## src/dch_pkg.sv

```systemverilog
// package of shared constants and the pin synchroniser of the host bus interface
`timescale 1ns/1ps
package dch_pkg;
  localparam int DATA_W      = 16;
  localparam int REG_W       = 8;
  localparam int SEL_W       = 2;
  localparam int CNT_W       = 16;
  localparam int ERR_W       = 3;
  localparam int SYNC_STAGES = 2;

  // register indices on the register select lines
  localparam logic [SEL_W-1:0] REG_CMD    = 2'h0;
  localparam logic [SEL_W-1:0] REG_STATUS = 2'h1;
  localparam logic [SEL_W-1:0] REG_PARAM  = 2'h2;
  localparam logic [SEL_W-1:0] REG_VECTOR = 2'h3;

  // reset values
  localparam logic [REG_W-1:0] VECTOR_RST = 8'h0f;
  localparam logic [REG_W-1:0] REG_RST    = 8'h00;

  // main status byte layout
  localparam int STS_IRQ_BIT  = 7;
  localparam int STS_ERR_LSB  = 4;
  localparam int STS_BUSY_BIT = 0;
  localparam logic [ERR_W-1:0] ERR_NONE  = 3'h0;
  localparam logic [ERR_W-1:0] ERR_RETRY = 3'h5;

  // byte lanes within the data bus
  localparam int LANE_LO_LSB = 0;
  localparam int LANE_HI_LSB = 8;

  typedef enum logic [3:0] {
    ST_IDLE,
    ST_REG,
    ST_REG_ACK,
    ST_REG_REL,
    ST_ARB_REQ,
    ST_ARB_WAIT,
    ST_DMA_ADDR,
    ST_DMA_STRB,
    ST_DMA_WAIT,
    ST_DMA_END,
    ST_DMA_HALT,
    ST_DMA_REL
  } dch_state_t;
endpackage

// ---------------------------------------------------------------
// two-flop synchroniser for pin inputs
// ---------------------------------------------------------------
module dch_sync #(
  parameter int                   W       = 1,
  parameter logic [W-1:0]         RST_VAL = '0
) (
  input  wire logic         mclk,
  input  wire logic         rst,
  input  wire logic [W-1:0] d,
  output logic      [W-1:0] q
);
  logic [W-1:0] meta_q;

  always_ff @(posedge mclk) begin
    if (rst) begin
      meta_q <= RST_VAL;
      q      <= RST_VAL;
    end else begin
      meta_q <= d;
      q      <= meta_q;
    end
  end
endmodule

```

## src/dch_host_bus.sv

```systemverilog
// host bus interface: register slave, dma bus master with retry, interrupt and vector
`timescale 1ns/1ps

// Contract
// - Register access while chip selected; dma state only while owning the bus.
// - Two register select lines choose the internal register accessed.
// - Address strobe is an input outside dma, sampled during arbitration.
// - In dma the address strobe is driven, asserted after the address is valid.
// - Byte strobes are lane-select inputs outside dma, outputs in dma.
// - Read level high drives register onto bus; low captures bus data.
// - Read/write driven in dma to show cycle type, floated otherwise.
// - Chip select low enters register access; high deselects.
// - Chip select is ignored while in dma state.
// - Transfer ack asserted after write latch, or when read/vector data valid.
// - Transfer ack driven high when chip select or interrupt ack negates.
// - Retry halts dma, floats lines except grant ack, then reruns the cycle.
// - Second retry records error, aborts dma, releases bus, interrupts host.
// - Retry input is ignored outside dma state.
// - Master reset clears registers and loads the vector register default.
// - Master reset floats every two-way line and enters idle.
// - Open-drain interrupt request asserts at the end of each command.
// - Interrupt acknowledge places the vector on the bus and asserts transfer ack.
// - Bus request asserts for dma; negates once granted and grant ack asserted.
// - After grant, wait for transfer ack, strobe, grant ack idle, then take bus.
// - Grant ack held throughout dma up to the release state, floated in release and all other states.
module dch_host_bus
  import dch_pkg::*;
#(
  parameter int CNT_BITS = CNT_W
) (
  input  wire logic                  mclk,
  input  wire logic                  rst,
  input  wire logic                  chip_select_n,
  input  wire logic                  int_ack_n,
  input  wire logic                  bus_retry_n,
  input  wire logic                  bus_grant_n,
  input  wire logic [dch_pkg::DATA_W-1:0] data_i,
  output logic      [dch_pkg::DATA_W-1:0] data_o,
  output logic                       data_oe,
  input  wire logic [dch_pkg::SEL_W-1:0]  register_select_lines_i,
  output logic      [dch_pkg::SEL_W-1:0]  register_select_lines_o,
  output logic                       register_select_lines_oe,
  input  wire logic                  addr_strobe_n_i,
  output logic                       addr_strobe_n_o,
  output logic                       addr_strobe_n_oe,
  input  wire logic                  upper_byte_strobe_n_i,
  output logic                       upper_byte_strobe_n_o,
  output logic                       upper_byte_strobe_n_oe,
  input  wire logic                  lower_byte_strobe_n_i,
  output logic                       lower_byte_strobe_n_o,
  output logic                       lower_byte_strobe_n_oe,
  input  wire logic                  read_not_write_i,
  output logic                       read_not_write_o,
  output logic                       read_not_write_oe,
  input  wire logic                  transfer_ack_n_i,
  output logic                       transfer_ack_n_o,
  output logic                       transfer_ack_n_oe,
  input  wire logic                  grant_ack_n_i,
  output logic                       grant_ack_n_o,
  output logic                       grant_ack_n_oe,
  output logic                       bus_request_n_o,
  output logic                       bus_request_n_oe,
  output logic                       int_request_n_o,
  output logic                       int_request_n_oe,
  input  wire logic                  cmd_done,
  input  wire logic                  dma_go,
  input  wire logic                  dma_dir_read,
  input  wire logic [CNT_BITS-1:0]   dma_words,
  input  wire logic [dch_pkg::SEL_W-1:0]  dma_sel,
  input  wire logic [1:0]            dma_lanes,
  input  wire logic [dch_pkg::DATA_W-1:0] dma_wdata,
  output logic      [dch_pkg::DATA_W-1:0] dma_rdata,
  output logic                       dma_word,
  output logic                       dma_done,
  output logic                       dma_busy,
  output logic      [dch_pkg::REG_W-1:0]  cmd_reg,
  output logic      [dch_pkg::REG_W-1:0]  param_reg,
  output logic                       cmd_wr
);
  import dch_pkg::*;

  typedef struct packed {
    dch_state_t          st;
    logic                rd_cyc;
    logic [DATA_W-1:0]   dout;
    logic [REG_W-1:0]    cmd;
    logic [REG_W-1:0]    param;
    logic [REG_W-1:0]    vector;
    logic [ERR_W-1:0]    err;
    logic                irq;
    logic                pend;
    logic                dir_rd;
    logic [CNT_BITS-1:0] cnt;
    logic [SEL_W-1:0]    sel;
    logic [1:0]          lanes;
    logic                retried;
    logic [DATA_W-1:0]   rdata;
    logic                word_p;
    logic                done_p;
    logic                cmd_p;
  } dch_regs_t;

  dch_regs_t r_q;
  dch_regs_t r_d;

  // ---------------------------------------------------------------
  // pin synchronisers
  // ---------------------------------------------------------------
  localparam int SW = 10;
  logic [SW-1:0]     pins_raw;
  logic [SW-1:0]     pins_s;
  logic [DATA_W-1:0] data_s;
  logic [SEL_W-1:0]  sel_s;

  assign pins_raw = {chip_select_n, int_ack_n, bus_retry_n, bus_grant_n, addr_strobe_n_i,
                     upper_byte_strobe_n_i, lower_byte_strobe_n_i, read_not_write_i,
                     transfer_ack_n_i, grant_ack_n_i};

  dch_sync #(.W(SW), .RST_VAL({SW{1'b1}})) u_sync_pins (
    .mclk (mclk),
    .rst  (rst),
    .d    (pins_raw),
    .q    (pins_s)
  );

  dch_sync #(.W(DATA_W + SEL_W), .RST_VAL('0)) u_sync_data (
    .mclk (mclk),
    .rst  (rst),
    .d    ({data_i, register_select_lines_i}),
    .q    ({data_s, sel_s})
  );

  logic cs_n_s, iack_n_s, retry_n_s, bg_n_s, as_n_s, uds_n_s, lds_n_s, rnw_s, dtack_n_s, bgack_n_s;
  assign {cs_n_s, iack_n_s, retry_n_s, bg_n_s, as_n_s, uds_n_s, lds_n_s, rnw_s, dtack_n_s,
          bgack_n_s} = pins_s;

  // ---------------------------------------------------------------
  // register helpers
  // ---------------------------------------------------------------
  function automatic logic [REG_W-1:0] status_byte(input dch_regs_t r);
    logic [REG_W-1:0] s;
    s = '0;
    s[STS_IRQ_BIT] = r.irq;
    s[STS_ERR_LSB +: ERR_W] = r.err;
    s[STS_BUSY_BIT] = r.pend;
    return s;
  endfunction

  function automatic logic dma_state(input dch_state_t s);
    return (s == ST_DMA_ADDR) || (s == ST_DMA_STRB) || (s == ST_DMA_WAIT) ||
           (s == ST_DMA_END) || (s == ST_DMA_HALT) || (s == ST_DMA_REL);
  endfunction

  // ---------------------------------------------------------------
  // next state
  // ---------------------------------------------------------------
  logic irq_set;
  logic irq_clr;

  always_comb begin
    logic [REG_W-1:0] wv;
    wv = '0;
    r_d = r_q;
    r_d.word_p = 1'b0;
    r_d.done_p = 1'b0;
    r_d.cmd_p  = 1'b0;
    irq_set = cmd_done;
    irq_clr = 1'b0;
    if (dma_go && !r_q.pend) begin
      r_d.pend   = 1'b1;
      r_d.dir_rd = dma_dir_read;
      r_d.cnt    = dma_words;
      r_d.sel    = dma_sel;
      r_d.lanes  = dma_lanes;
      r_d.err    = ERR_NONE;
    end
    case (r_q.st)
      ST_IDLE: begin
        if (!iack_n_s && !as_n_s) begin
          r_d.dout   = {r_q.vector, r_q.vector};
          r_d.rd_cyc = 1'b1;
          irq_clr    = 1'b1;
          r_d.st     = ST_REG;
        end else if (!cs_n_s && (!uds_n_s || !lds_n_s)) begin
          r_d.rd_cyc = rnw_s;
          r_d.st     = ST_REG;
          if (rnw_s) begin
            case (sel_s)
              REG_CMD:    r_d.dout = {r_q.cmd, r_q.cmd};
              REG_STATUS: r_d.dout = {status_byte(r_q), status_byte(r_q)};
              REG_PARAM:  r_d.dout = {r_q.param, r_q.param};
              default:    r_d.dout = {r_q.vector, r_q.vector};
            endcase
            irq_clr = (sel_s == REG_STATUS);
          end else begin
            wv = lds_n_s ? data_s[LANE_HI_LSB +: REG_W] : data_s[LANE_LO_LSB +: REG_W];
            case (sel_s)
              REG_CMD: begin
                r_d.cmd   = wv;
                r_d.cmd_p = 1'b1;
              end
              REG_PARAM:  r_d.param  = wv;
              REG_VECTOR: r_d.vector = wv;
              default:    r_d.cmd    = r_q.cmd;
            endcase
          end
        end else if (r_q.pend) begin
          r_d.st = ST_ARB_REQ;
        end
      end
      ST_REG: r_d.st = ST_REG_ACK;
      ST_REG_ACK: begin
        if (cs_n_s && iack_n_s) begin
          r_d.st = ST_REG_REL;
        end
      end
      ST_REG_REL: begin
        r_d.rd_cyc = 1'b0;
        r_d.st     = ST_IDLE;
      end
      ST_ARB_REQ: begin
        if (!bg_n_s) begin
          r_d.st = ST_ARB_WAIT;
        end
      end
      ST_ARB_WAIT: begin
        if (dtack_n_s && as_n_s && bgack_n_s) begin
          r_d.st = ST_DMA_ADDR;
        end
      end
      ST_DMA_ADDR: begin
        r_d.dout = dma_wdata;
        r_d.st   = ST_DMA_STRB;
      end
      ST_DMA_STRB: r_d.st = ST_DMA_WAIT;
      ST_DMA_WAIT: begin
        if (!retry_n_s) begin
          if (r_q.retried) begin
            r_d.err  = ERR_RETRY;
            irq_set  = 1'b1;
            r_d.pend = 1'b0;
            r_d.st   = ST_DMA_REL;
          end else begin
            r_d.retried = 1'b1;
            r_d.st      = ST_DMA_HALT;
          end
        end else if (!dtack_n_s) begin
          r_d.rdata   = data_s;
          r_d.word_p  = 1'b1;
          r_d.retried = 1'b0;
          r_d.st      = ST_DMA_END;
        end
      end
      ST_DMA_HALT: begin
        if (retry_n_s) begin
          r_d.st = ST_DMA_ADDR;
        end
      end
      ST_DMA_END: begin
        if (dtack_n_s) begin
          if (r_q.cnt == '0) begin
            r_d.pend   = 1'b0;
            r_d.done_p = 1'b1;
            r_d.st     = ST_DMA_REL;
          end else begin
            // count words left only after a word ends, so zero means one word
            r_d.cnt = r_q.cnt - CNT_BITS'(1);
            r_d.st  = ST_DMA_ADDR;
          end
        end
      end
      ST_DMA_REL: r_d.st = ST_IDLE;
      default: r_d.st = ST_IDLE;
    endcase
    r_d.irq = irq_set | (r_q.irq & ~irq_clr);
  end

  // ---------------------------------------------------------------
  // state register
  // ---------------------------------------------------------------
  always_ff @(posedge mclk) begin
    if (rst) begin
      r_q        <= '0;
      r_q.st     <= ST_IDLE;
      r_q.cmd    <= REG_RST;
      r_q.param  <= REG_RST;
      r_q.vector <= VECTOR_RST;
      r_q.err    <= ERR_NONE;
    end else begin
      r_q <= r_d;
    end
  end

  // ---------------------------------------------------------------
  // pin drive
  // ---------------------------------------------------------------
  logic in_dma;
  logic strobe_on;
  logic master_drv;

  assign in_dma     = dma_state(r_q.st) && !rst;
  assign strobe_on  = (r_q.st == ST_DMA_STRB) || (r_q.st == ST_DMA_WAIT);
  assign master_drv = in_dma && (r_q.st != ST_DMA_HALT) && (r_q.st != ST_DMA_REL);

  assign data_o  = r_q.dout;
  assign data_oe = !rst && ((r_q.rd_cyc && ((r_q.st == ST_REG) || (r_q.st == ST_REG_ACK))) ||
                            (master_drv && !r_q.dir_rd));

  assign register_select_lines_o  = r_q.sel;
  assign register_select_lines_oe = master_drv;

  assign addr_strobe_n_o  = !strobe_on;
  assign addr_strobe_n_oe = master_drv;

  assign upper_byte_strobe_n_o  = !(strobe_on && r_q.lanes[1]);
  assign upper_byte_strobe_n_oe = master_drv;
  assign lower_byte_strobe_n_o  = !(strobe_on && r_q.lanes[0]);
  assign lower_byte_strobe_n_oe = master_drv;

  assign read_not_write_o  = r_q.dir_rd;
  assign read_not_write_oe = master_drv;

  assign transfer_ack_n_o  = (r_q.st != ST_REG_ACK);
  assign transfer_ack_n_oe = !rst && ((r_q.st == ST_REG_ACK) || (r_q.st == ST_REG_REL));

  assign grant_ack_n_o  = 1'b0;
  assign grant_ack_n_oe = in_dma && (r_q.st != ST_DMA_REL);

  assign bus_request_n_o  = 1'b0;
  assign bus_request_n_oe = !rst && ((r_q.st == ST_ARB_REQ) || (r_q.st == ST_ARB_WAIT));

  assign int_request_n_o  = 1'b0;
  assign int_request_n_oe = r_q.irq;

  assign dma_rdata = r_q.rdata;
  assign dma_word  = r_q.word_p;
  assign dma_done  = r_q.done_p;
  assign dma_busy  = r_q.pend;
  assign cmd_reg   = r_q.cmd;
  assign param_reg = r_q.param;
  assign cmd_wr    = r_q.cmd_p;
endmodule

```

## config.mk

```make
export PLATFORM = sky130hd
export DESIGN_NAME = dch_host_bus
export DESIGN_NICKNAME = d
export VERILOG_FILES = /design/src/dch_pkg.sv /design/src/dch_host_bus.sv
export SDC_FILE = /design/constraint.sdc
export NUM_CORES = 1
export LEC_CHECK = 0
export ABC_AREA = 0
export ABC_CLOCK_PERIOD_IN_PS = 5800
export CAP_MARGIN = 25
export CORE_UTILIZATION = 57
export DETAILED_ROUTE_END_ITERATION = 10
export DONT_BUFFER_PORTS = 1
export GPL_ROUTABILITY_DRIVEN = 0
export GPL_TIMING_DRIVEN = 1
export PLACE_DENSITY = 0.74
export SYNTH_ARGS = -nofsm -noshare
export SYNTH_HDL_FRONTEND = slang
export SYNTH_SLANG_ARGS = --single-unit
export TNS_END_PERCENT = 20
```

## constraint.sdc

```tcl
create_clock -name mclk -period 5.8 [get_ports mclk]
set_clock_uncertainty 0.15 [all_clocks]
set_input_delay 1.74 -clock mclk [delete_from_list [all_inputs] [get_ports mclk]]
set_output_delay 1.74 -clock mclk [all_outputs]
set_load 0.01 [all_outputs]
```

* Word-level counts from Yosys, hierarchy flattened
Cells that the tools add are included.
Storage, ports and cells: flip-flop bits (word level) 147, output and inout bits 72, word-level logic and storage cells 163
Cells by class: reductions and logical operators 55, mux-type cells 47, bitwise logic cells 11, eq/ne operators 27, add/subtract/negate cells 1
Operators with widths (number):
- $mux 16 | 4
- $pmux 16 s3 | 1
- $mux 41 | 1
- $mux 4 | 10
- $pmux 4 s10 | 1
- $mux 8 | 4
- $pmux 16 s2 | 1
- $mux 24 | 1
- $mux 22 | 1
- $mux 21 | 1
- $mux 18 | 1
- $logic_and 1x1->1 | 17
- $eq 4x3->1 const B | 4
- $eq 4x4->1 const B | 4
- $logic_not 16->1 | 1
- $sub 16x1->16 const B | 1
- $mux 1 | 15
- $reduce_and 5->1 | 3
- $mux 3 | 4
- $ne 4x4->1 const B | 3
- $logic_not 1->1 | 11
- $logic_or 1x1->1 | 11
- $not 1->1 | 9
- $eq 4x2->1 const B | 2
- 19 further kinds | 30

* Logic depth before layout (Yosys ltp)
Gate-level depths: netlist of run 1.
depth after elaboration 12, depth in mapped cells 8, depth with buffers taken out 7

* Modules after synthesis
From an unflattened synthesis of run 1, not the netlist that was laid out.
Second synthesis, totals: cell total of the unflattened synthesis 734, area total of the unflattened synthesis 6399.9 um^2
By module, submodules not included:
- dch_host_bus | instances 1, cells each 617, area an instance 4857.2 um^2
- dch_sync at u_sync_data | instances 1, cells each 75, area an instance 994.7 um^2
- dch_sync at u_sync_pins | instances 1, cells each 42, area an instance 548.0 um^2

* Least setup slack after synthesis of run 1
Ideal clock, no wire load.
path kind input to output, start point in rst, end point out data_oe, data required time 3.910 ns, data arrival time 2.583 ns, stages 4, path buffers 1, setup slack 1.327 ns, cells stage by stage clkbuf_1 > a21oi_1 > a32oi_1 > nor2_1
On the way: word-level cells in the longest chain between the ends 7
Ends and longest elaborated chain:
- from (decl) | RTL line dch_host_bus.sv:32 | input wire logic rst,
- $logic_not 1->1 | RTL line dch_host_bus.sv:301 | assign in_dma = dma_state(r_q.st) && !rst;
- $logic_and 1x1->1 | RTL line dch_host_bus.sv:301
- $logic_and 1x1->1 (2 in series) | RTL line dch_host_bus.sv:303 | assign master_drv = in_dma && (r_q.st != ST_DMA_HALT) && (r_q.st != ST_DMA_REL);
- net addr_strobe_n_oe | RTL line dch_host_bus.sv:45 | output logic addr_strobe_n_oe,
- $logic_and 1x1->1 | RTL line dch_host_bus.sv:307 | (master_drv && !r_q.dir_rd));
- $logic_or 1x1->1 | RTL line dch_host_bus.sv:306 | assign data_oe = !rst && ((r_q.rd_cyc && ((r_q.st == ST_REG) || (r_q.st == ST_REG_ACK))) ||
- $logic_and 1x1->1 | RTL line dch_host_bus.sv:306
- to (decl) | RTL line dch_host_bus.sv:39 | output logic data_oe,
The timed path passes the listed nets, and every way through them passes these cells.

* Worst setup path after layout of run 1
start point in rst, end point out data_oe
On the way: word-level cells in the longest chain between the ends 7
Ends and longest elaborated chain (RTL line):
- $logic_not 1->1 (*) | dch_host_bus.sv:301, dch_host_bus.sv:306
- $logic_and 1x1->1 | dch_host_bus.sv:301
- $logic_and 1x1->1 (2 in series) | dch_host_bus.sv:303
- $logic_and 1x1->1 | dch_host_bus.sv:307
- $logic_or 1x1->1 | dch_host_bus.sv:306
- $logic_and 1x1->1 (*) | dch_host_bus.sv:306
Mark *: on every way between the ends. The rest lies on a longest branch, timed or not.

==> run metrics, run 1 <==
Initial Util=59.0%; Tot GR Track Use=24.4%; Mapped Avg Cell Area=8.80 um^2; Worst Path Class, Setup=input port to output pin; Post-synth EDFFs=0; clk sinks=147; vias in the first global route=4484; drt first-iter violations=285; Max Clock Freq=227 MHz; Max Cap Viol=0; compound-gate portion of the synthesized area=17.0%; dominant cell type by area after synthesis=dfxtp_1; die width=108 um; GR Overflow Total=0; share of power burned in registers=45.3%; Clock Tree Buf Depth=2; Syn. warnings=0; P_int=1.84 mW; Final Hold Viols=0; Synth Instances=730; max reg flops=35; routed wire length per instance=17.4 um; share of the synthesized area in the top cell type=45.8%; Std-Cell Rows=38; Mapped Area=6420 um^2; largest net degree at the start of global routing=158; IO Port Bufs=0; CTS root buffer=clkbuf_8; Final Setup Violations=0; Yosys cell types=69; register area share after synthesis=45.8%; Finished Layout Cells=806; Setup TNS=0 ns; largest cells by area after synthesis=dfxtp_1 (46%), buf_4 (7.0%), nand2_1 (4.3%), nor2_1 (4.3%), a21oi_1 (4.0%); crit-path max cell delay=0.27 ns; FILL cells=953; VDD IR-drop max=0.236 mV; clock-pin slew on the worst setup and hold paths=0.06 ns; DIE HEIGHT=108 um; most frequent cell after synthesis=dfxtp_1; Core ar.=10900 um^2; share of the core filled with cells=60.6%; crit share post-route=75.8%; Multi-input gate area=2830 um^2; Hold Path Class=register to register; share of cells above drive strength 1=12.6%; Placed Instance Area=6000 um^2; Ports=141; total CTS buffers=17; XOR/XNOR Fraction of Synth Area=0.136%; critical path's slowest cell=nor2_1; status=complete, no violations; critical path required time=3.91 ns; Rel. slew slack=40.2%; post-cts resize count=0; simple-gate area share of the yosys netlist=23.9%; Placed Cells=774; dominant synthesized flop cell=dfxtp_1; Final HPWL DP=9550 um; Routed WL=14000 um; total power=2.51 mW; mux cell area share after synthesis=2.59%; synth-to-layout area growth=2.73%; biggest regs=r_q x35, u_sync_data.meta_q x18, u_sync_data.q x18; CTS tree=done; power share of the combinational group=11.8%; routed via count=4777; Vias/cell=5.93; RSZ-0062 raised after global routing=no; Leakage=2.29 nW; Adder-Cell Fraction of Synth Area=0.195%; register area=2940 um^2; CP Capture Type=output pin; first-pass GRT wire length=22100 um; layout net count=723; Post-synth ARST share=0%; post-route cell area=6600 um^2; P_sw=0.670 mW; post-synthesis register bit count=147; Die ar.=11700 um^2; Worst Tran Pin Value=0.895 ns; Critical Path, Cell by Cell=a21oi_1 -> buf_4 -> a32oi_1 -> nor2_1; Pre-Repair DR Iteration Count=7; startpoint types=input port; Clock power frac=42.8%; # H-tree levels=4; Switching Share=26.7%; Worst Path Buf+Inv=1; Biggest register=r_q; kind of cell adding the most delay to the critical path=simple AND/OR/NAND/NOR gates; hold_buf cts=0; DRC Markers=0; most frequent cells after synthesis=dfxtp_1 (147), nand2_1 (74), nor2_1 (73), buf_4 (60), a21oi_1 (51); Final Slew Violations=0; peak fanout along the critical path=157; minimum clock period=4.40 ns; largest family of logic cells by synthesized area=simple AND/OR/NAND/NOR gates; Setup Fix Bufs, Post-CTS=0; crit path DAT=2.51 ns; Worst-Skew Late Latency=0.51 ns; post-route ant nets=0; Pwr Density=381 nW/um^2; initial antenna violation count=2
-- final cells by class --
class	instances	share of cell area, %
clock inverter	10	1.88
sequential	147	44.6
clock buffer	21	7.11
antenna	1	0.0379
inverter	10	0.569
timing repair buffer	3	0.341
multi-input combinational	474	42.8
tap	140	2.65
-- through the flow --
stage / hold WS (ns) / setup WS (ns)
6_report: 0.261 / 1.40
5_1_grt: 0.275 / 1.25
4_1_cts: 0.260 / 1.42
3_5_place_dp: 0.246 / 1.44
3_3_place_gp: 0.245 / 1.42
2_1_floorplan: 0.239 / 1.33
-- per-layer routing --
layer | wire length, um | global-route usage [%] | share of wire (%)
met1 | 6090 | 30.3 | 43
met4 | 283 | 9.39 | 2.0
met3 | 1020 | 8.02 | 7.3
met2 | 6620 | 39.1 | 47
met5 | 17 | 0 | 0.12
-- path summary, 6_finish.rpt --
check,startpoint,slack [ns],end,cells past startpoint
worst max register to register,r_q[90]$_SDFFE_PP0P_,2.97,r_q[34]$_SDFF_PP0_,4
worst min register to register,u_sync_pins.meta_q[5]$_SDFF_PP1_,0.26,u_sync_pins.q[5]$_SDFF_PP1_,1
worst max-delay path,rst,1.40,data_oe,4
worst min-delay path,u_sync_pins.meta_q[5]$_SDFF_PP1_,0.26,u_sync_pins.q[5]$_SDFF_PP1_,1
-- cells in the final DEF (no fill, tap or decap), types with 4 or more instances in the layout --
cell type  synthesis  layout
mux2_2             5       5
clkbuf_8           0       5
o221ai_1           4       4
nor2_1            73      73
or2_2             25      25
a211o_1            4       4
a211oi_1          21      21
dfxtp_1          147     147
a31oi_1           21      21
a311oi_1           4       4
o22ai_1            9       9
nand3_1           21      21
nor4_1             4       4
o21ai_0           15      15
nor3_1            10      10
nor4b_1            4       4
mux2i_1           11      11
clkbuf_16          0      16
inv_1             10      10
nand2_1           74      74
a21oi_1           51      51
nor2b_1           38      38
nand2b_1           9       9
-- worst register-to-register path, stage by stage, from the launching register on --
cell and delay, ns:
dfxtp_1 0.91, nand4_2 0.44, o21ai_1 0.76, o311ai_0 0.28
a31oi_1 0.23
-- cell families (layout without fill, tap and decap cells) --
family / count (synthesis) / count (layout)
and+or+nand+nor: 289 / 289
AOI/OAI and AO/OA: 164 / 164
DFF: 147 / 147
buffers and inverters: 111 / 44
muxes: 16 / 16
adders and majority gates: 1 / 1
other: 1 / 4
xor gates and xnor gates: 1 / 1
-- power by group through the flow --
stage	Clock (mW)	Combinational (mW)	Sequential (mW)
2_1_floorplan	0	0.321	1.10
3_3_place_gp	0	0.285	1.15
3_5_place_dp	0	0.294	1.16
4_1_cts	1.09	0.295	1.14
5_1_grt	1.14	0.328	1.15
6_report	1.08	0.297	1.14
No activity file was read; power rests on OpenSTA's default activity.
==> run 2, diff against run 1 <==
- ABC_AREA: 0 -> 1
- ABC_CLOCK_PERIOD_IN_PS: 5800 -> 4500
- clock period: 5.8 -> 4.5 ns (I/O delays scaled with it)
==> run 2 against run 1 <==
Against the previous run: design area rose by 4.7%; sequential cell count is the same; utilization decreased by 0.12 points; worst hold slack lost 0.010 ns; critical path depth up 2; register-to-register slack worse by 1.0 ns; routed wire length is 3.0% lower.
==> run metrics, run 2 <==
status=complete, no violations; largest net degree at the start of global routing=97; Vias/cell=5.03; Clock Tree Buf Depth=2; most frequent cells in the layout=nand2_1 (183), dfxtp_1 (147), nor2_1 (122); VDD IR-drop max=0.311 mV; Synth Instances=915; die width=110 um; crit path DAT=1.97 ns; Placed Cells=972; register area share after synthesis=44.1%; post-route ant nets=0; first-pass GRT wire length=21300 um; vias in the first global route=4390; fin worst setup slack=1.03 ns; Final Setup Violations=0; dominant cell type by area after synthesis=dfxtp_1; Mapped Avg Cell Area=7.30 um^2; startpoint types=register; FF-to-FF setup slack=1.96 ns; DIE HEIGHT=110 um; Max Cap Viol=0; Worst-Skew Late Latency=0.42 ns; share of the core filled with cells=60.5%; Finished Layout Cells=1004; minimum clock period=3.47 ns; number of diodes=0; drt first-iter violations=395; Multi-input gate area=2670 um^2; dominant synthesized flop cell=dfxtp_1; Mapped Area=6680 um^2; DRC Markers=0; Syn. warnings=0; critical path required time=3.00 ns; biggest regs=r_q x35, u_sync_data.meta_q x18, u_sync_data.q x18; FILL cells=1050; Post-synth EDFFs=0; most common cell after layout, fill and taps aside=nand2_1; routed wire length per instance=13.6 um; post-cts resize count=0; Ports=141; Hold Crit Start=u_sync_data.meta_q[8]$_SDFF_PP0_; Max Clock Freq=288 MHz; Rel. slew slack=57.1%; layout net count=918; post-synthesis register bit count=147; max reg flops=35; GR Overflow Total=0; Core ar.=11400 um^2; RSZ-0062 raised after global routing=no; Post-synth ARST share=0%; share of cells above drive strength 1=10.2%; Final Slew Violations=0; most frequent cell after synthesis=nand2_1; Setup TNS=0 ns; synth-to-layout area growth=3.45%; worst flop-to-flop path startpoint=r_q[24]$_SDFF_PP0_; Worst Path Class, Setup=register to output pin; crit share post-route=77.0%; Tot GR Track Use=23.3%; Final HPWL DP=9380 um; Worst Tran Pin Value=0.642 ns; share of the synthesized area in the top cell type=44.1%; Leakage=3.11 nW; Setup Fix Bufs, Post-CTS=0; Worst Setup SP=r_q[88]$_SDFFE_PP0P_; Biggest register=r_q; total CTS buffers=17; Hold Path Class=register to register; Final Hold Viols=0; routed via count=5051; Yosys cell types=39; dpl ws=1.12 ns; Pwr Density=477 nW/um^2; peak fanout along the critical path=8; CTS root buffer=clkbuf_16; Die ar.=12100 um^2; Initial Util=58.5%; Std-Cell Rows=39; initial antenna violation count=0; largest cells by area after synthesis=dfxtp_1 (44%), nand2_1 (10%), nor2_1 (6.9%), buf_4 (6.6%), inv_1 (6.5%); Pre-Repair DR Iteration Count=5; # H-tree levels=4; most frequent cells after synthesis=nand2_1 (183), dfxtp_1 (147), nor2_1 (122), inv_1 (116), buf_4 (59); CTS tree=done; Routed WL=13600 um; hold_buf cts=0; CP Capture Type=output pin; register area=2940 um^2; IO Port Bufs=0; clk sinks=147; clock-pin slew on the worst setup and hold paths=0.06 ns
## run 2: cell types whose count changed in the layout (fill, tap and decap cells not counted), moves of 19 or more
cell and delta:
nand3_1 +26, nand2_1 +109, o21ai_0 +40, a211oi_1 -21, a31oi_1 -19, nor2_1 +49, inv_1 +106, nor2b_1 -38
## run 2: kinds of logic (layout without fill, tap and decap cells)
| kind of cell | count (synthesis) | in the layout | synth area share, % |
|---|---|---|---|
| AND/OR/NAND/NOR | 408 | 408 | 26.9 |
| buffers and inverters | 214 | 158 | 16.1 |
| flip-flops | 147 | 147 | 44.1 |
| AO/OA/AOI/OAI | 121 | 121 | 9.30 |
| XOR/XNOR | 12 | 12 | 1.57 |
| multiplexers | 11 | 11 | 1.80 |
| adder cells (fa/ha/maj) | 1 | 1 | 0.187 |
| other | 1 | 3 | 0.0562 |
## run 2: cell type report
class | instances | share of cell area (%)
Clock buffer | 18 | 6.21
Clock inverter | 14 | 2.88
Timing Repair Buffer | 4 | 0.435
Multi-Input combinational cell | 556 | 38.6
Sequential cell | 147 | 42.6
Inverter | 122 | 6.67
Tap cell | 143 | 2.59
## run 2: worst paths after layout
| check | to | depth (start not counted) |
|---|---|---|
| min | u_sync_data.q[8]$_SDFF_PP0_ | 2 |
| max | upper_byte_strobe_n_o | 6 |
| min reg2reg | u_sync_data.q[8]$_SDFF_PP0_ | 2 |
| max reg2reg | r_q[37]$_SDFF_PP0_ | 9 |
## run 2: per-stage QoR
step	cell area, um^2	hold WS [ns]	power, mW
floorplan	6680	0.238	1.79
global placement	6280	0.240	1.83
detailed placement	6280	0.242	1.84
CTS	6910	0.251	3.33
global route	6910	0.264	3.45
finish	6910	0.251	3.30
## run 2: critical path: stages (launching register included)
cell and delay [ns]:
dfxtp_1 0.50, nor2_4 0.10, nand2_1 0.13, inv_2 0.08
a21oi_1 0.43, inv_1 0.17, nand2_1 0.15
## run 2: routing by layer
metal  GRT usage, %  up-vias  wire [um]
li1               -     2643          -
met1           28.9     2221       6120
met3           8.11       23       1110
met4           11.4        0        324
met5              0        -          0
met2           36.1      164       6070
## run 2: where the power goes
group          switching [mW]  internal, mW  total, mW
Sequential             0.0502          1.36       1.41
Clock                   0.547         0.936       1.48
Combinational           0.273         0.135      0.409
Total                   0.871          2.43       3.30
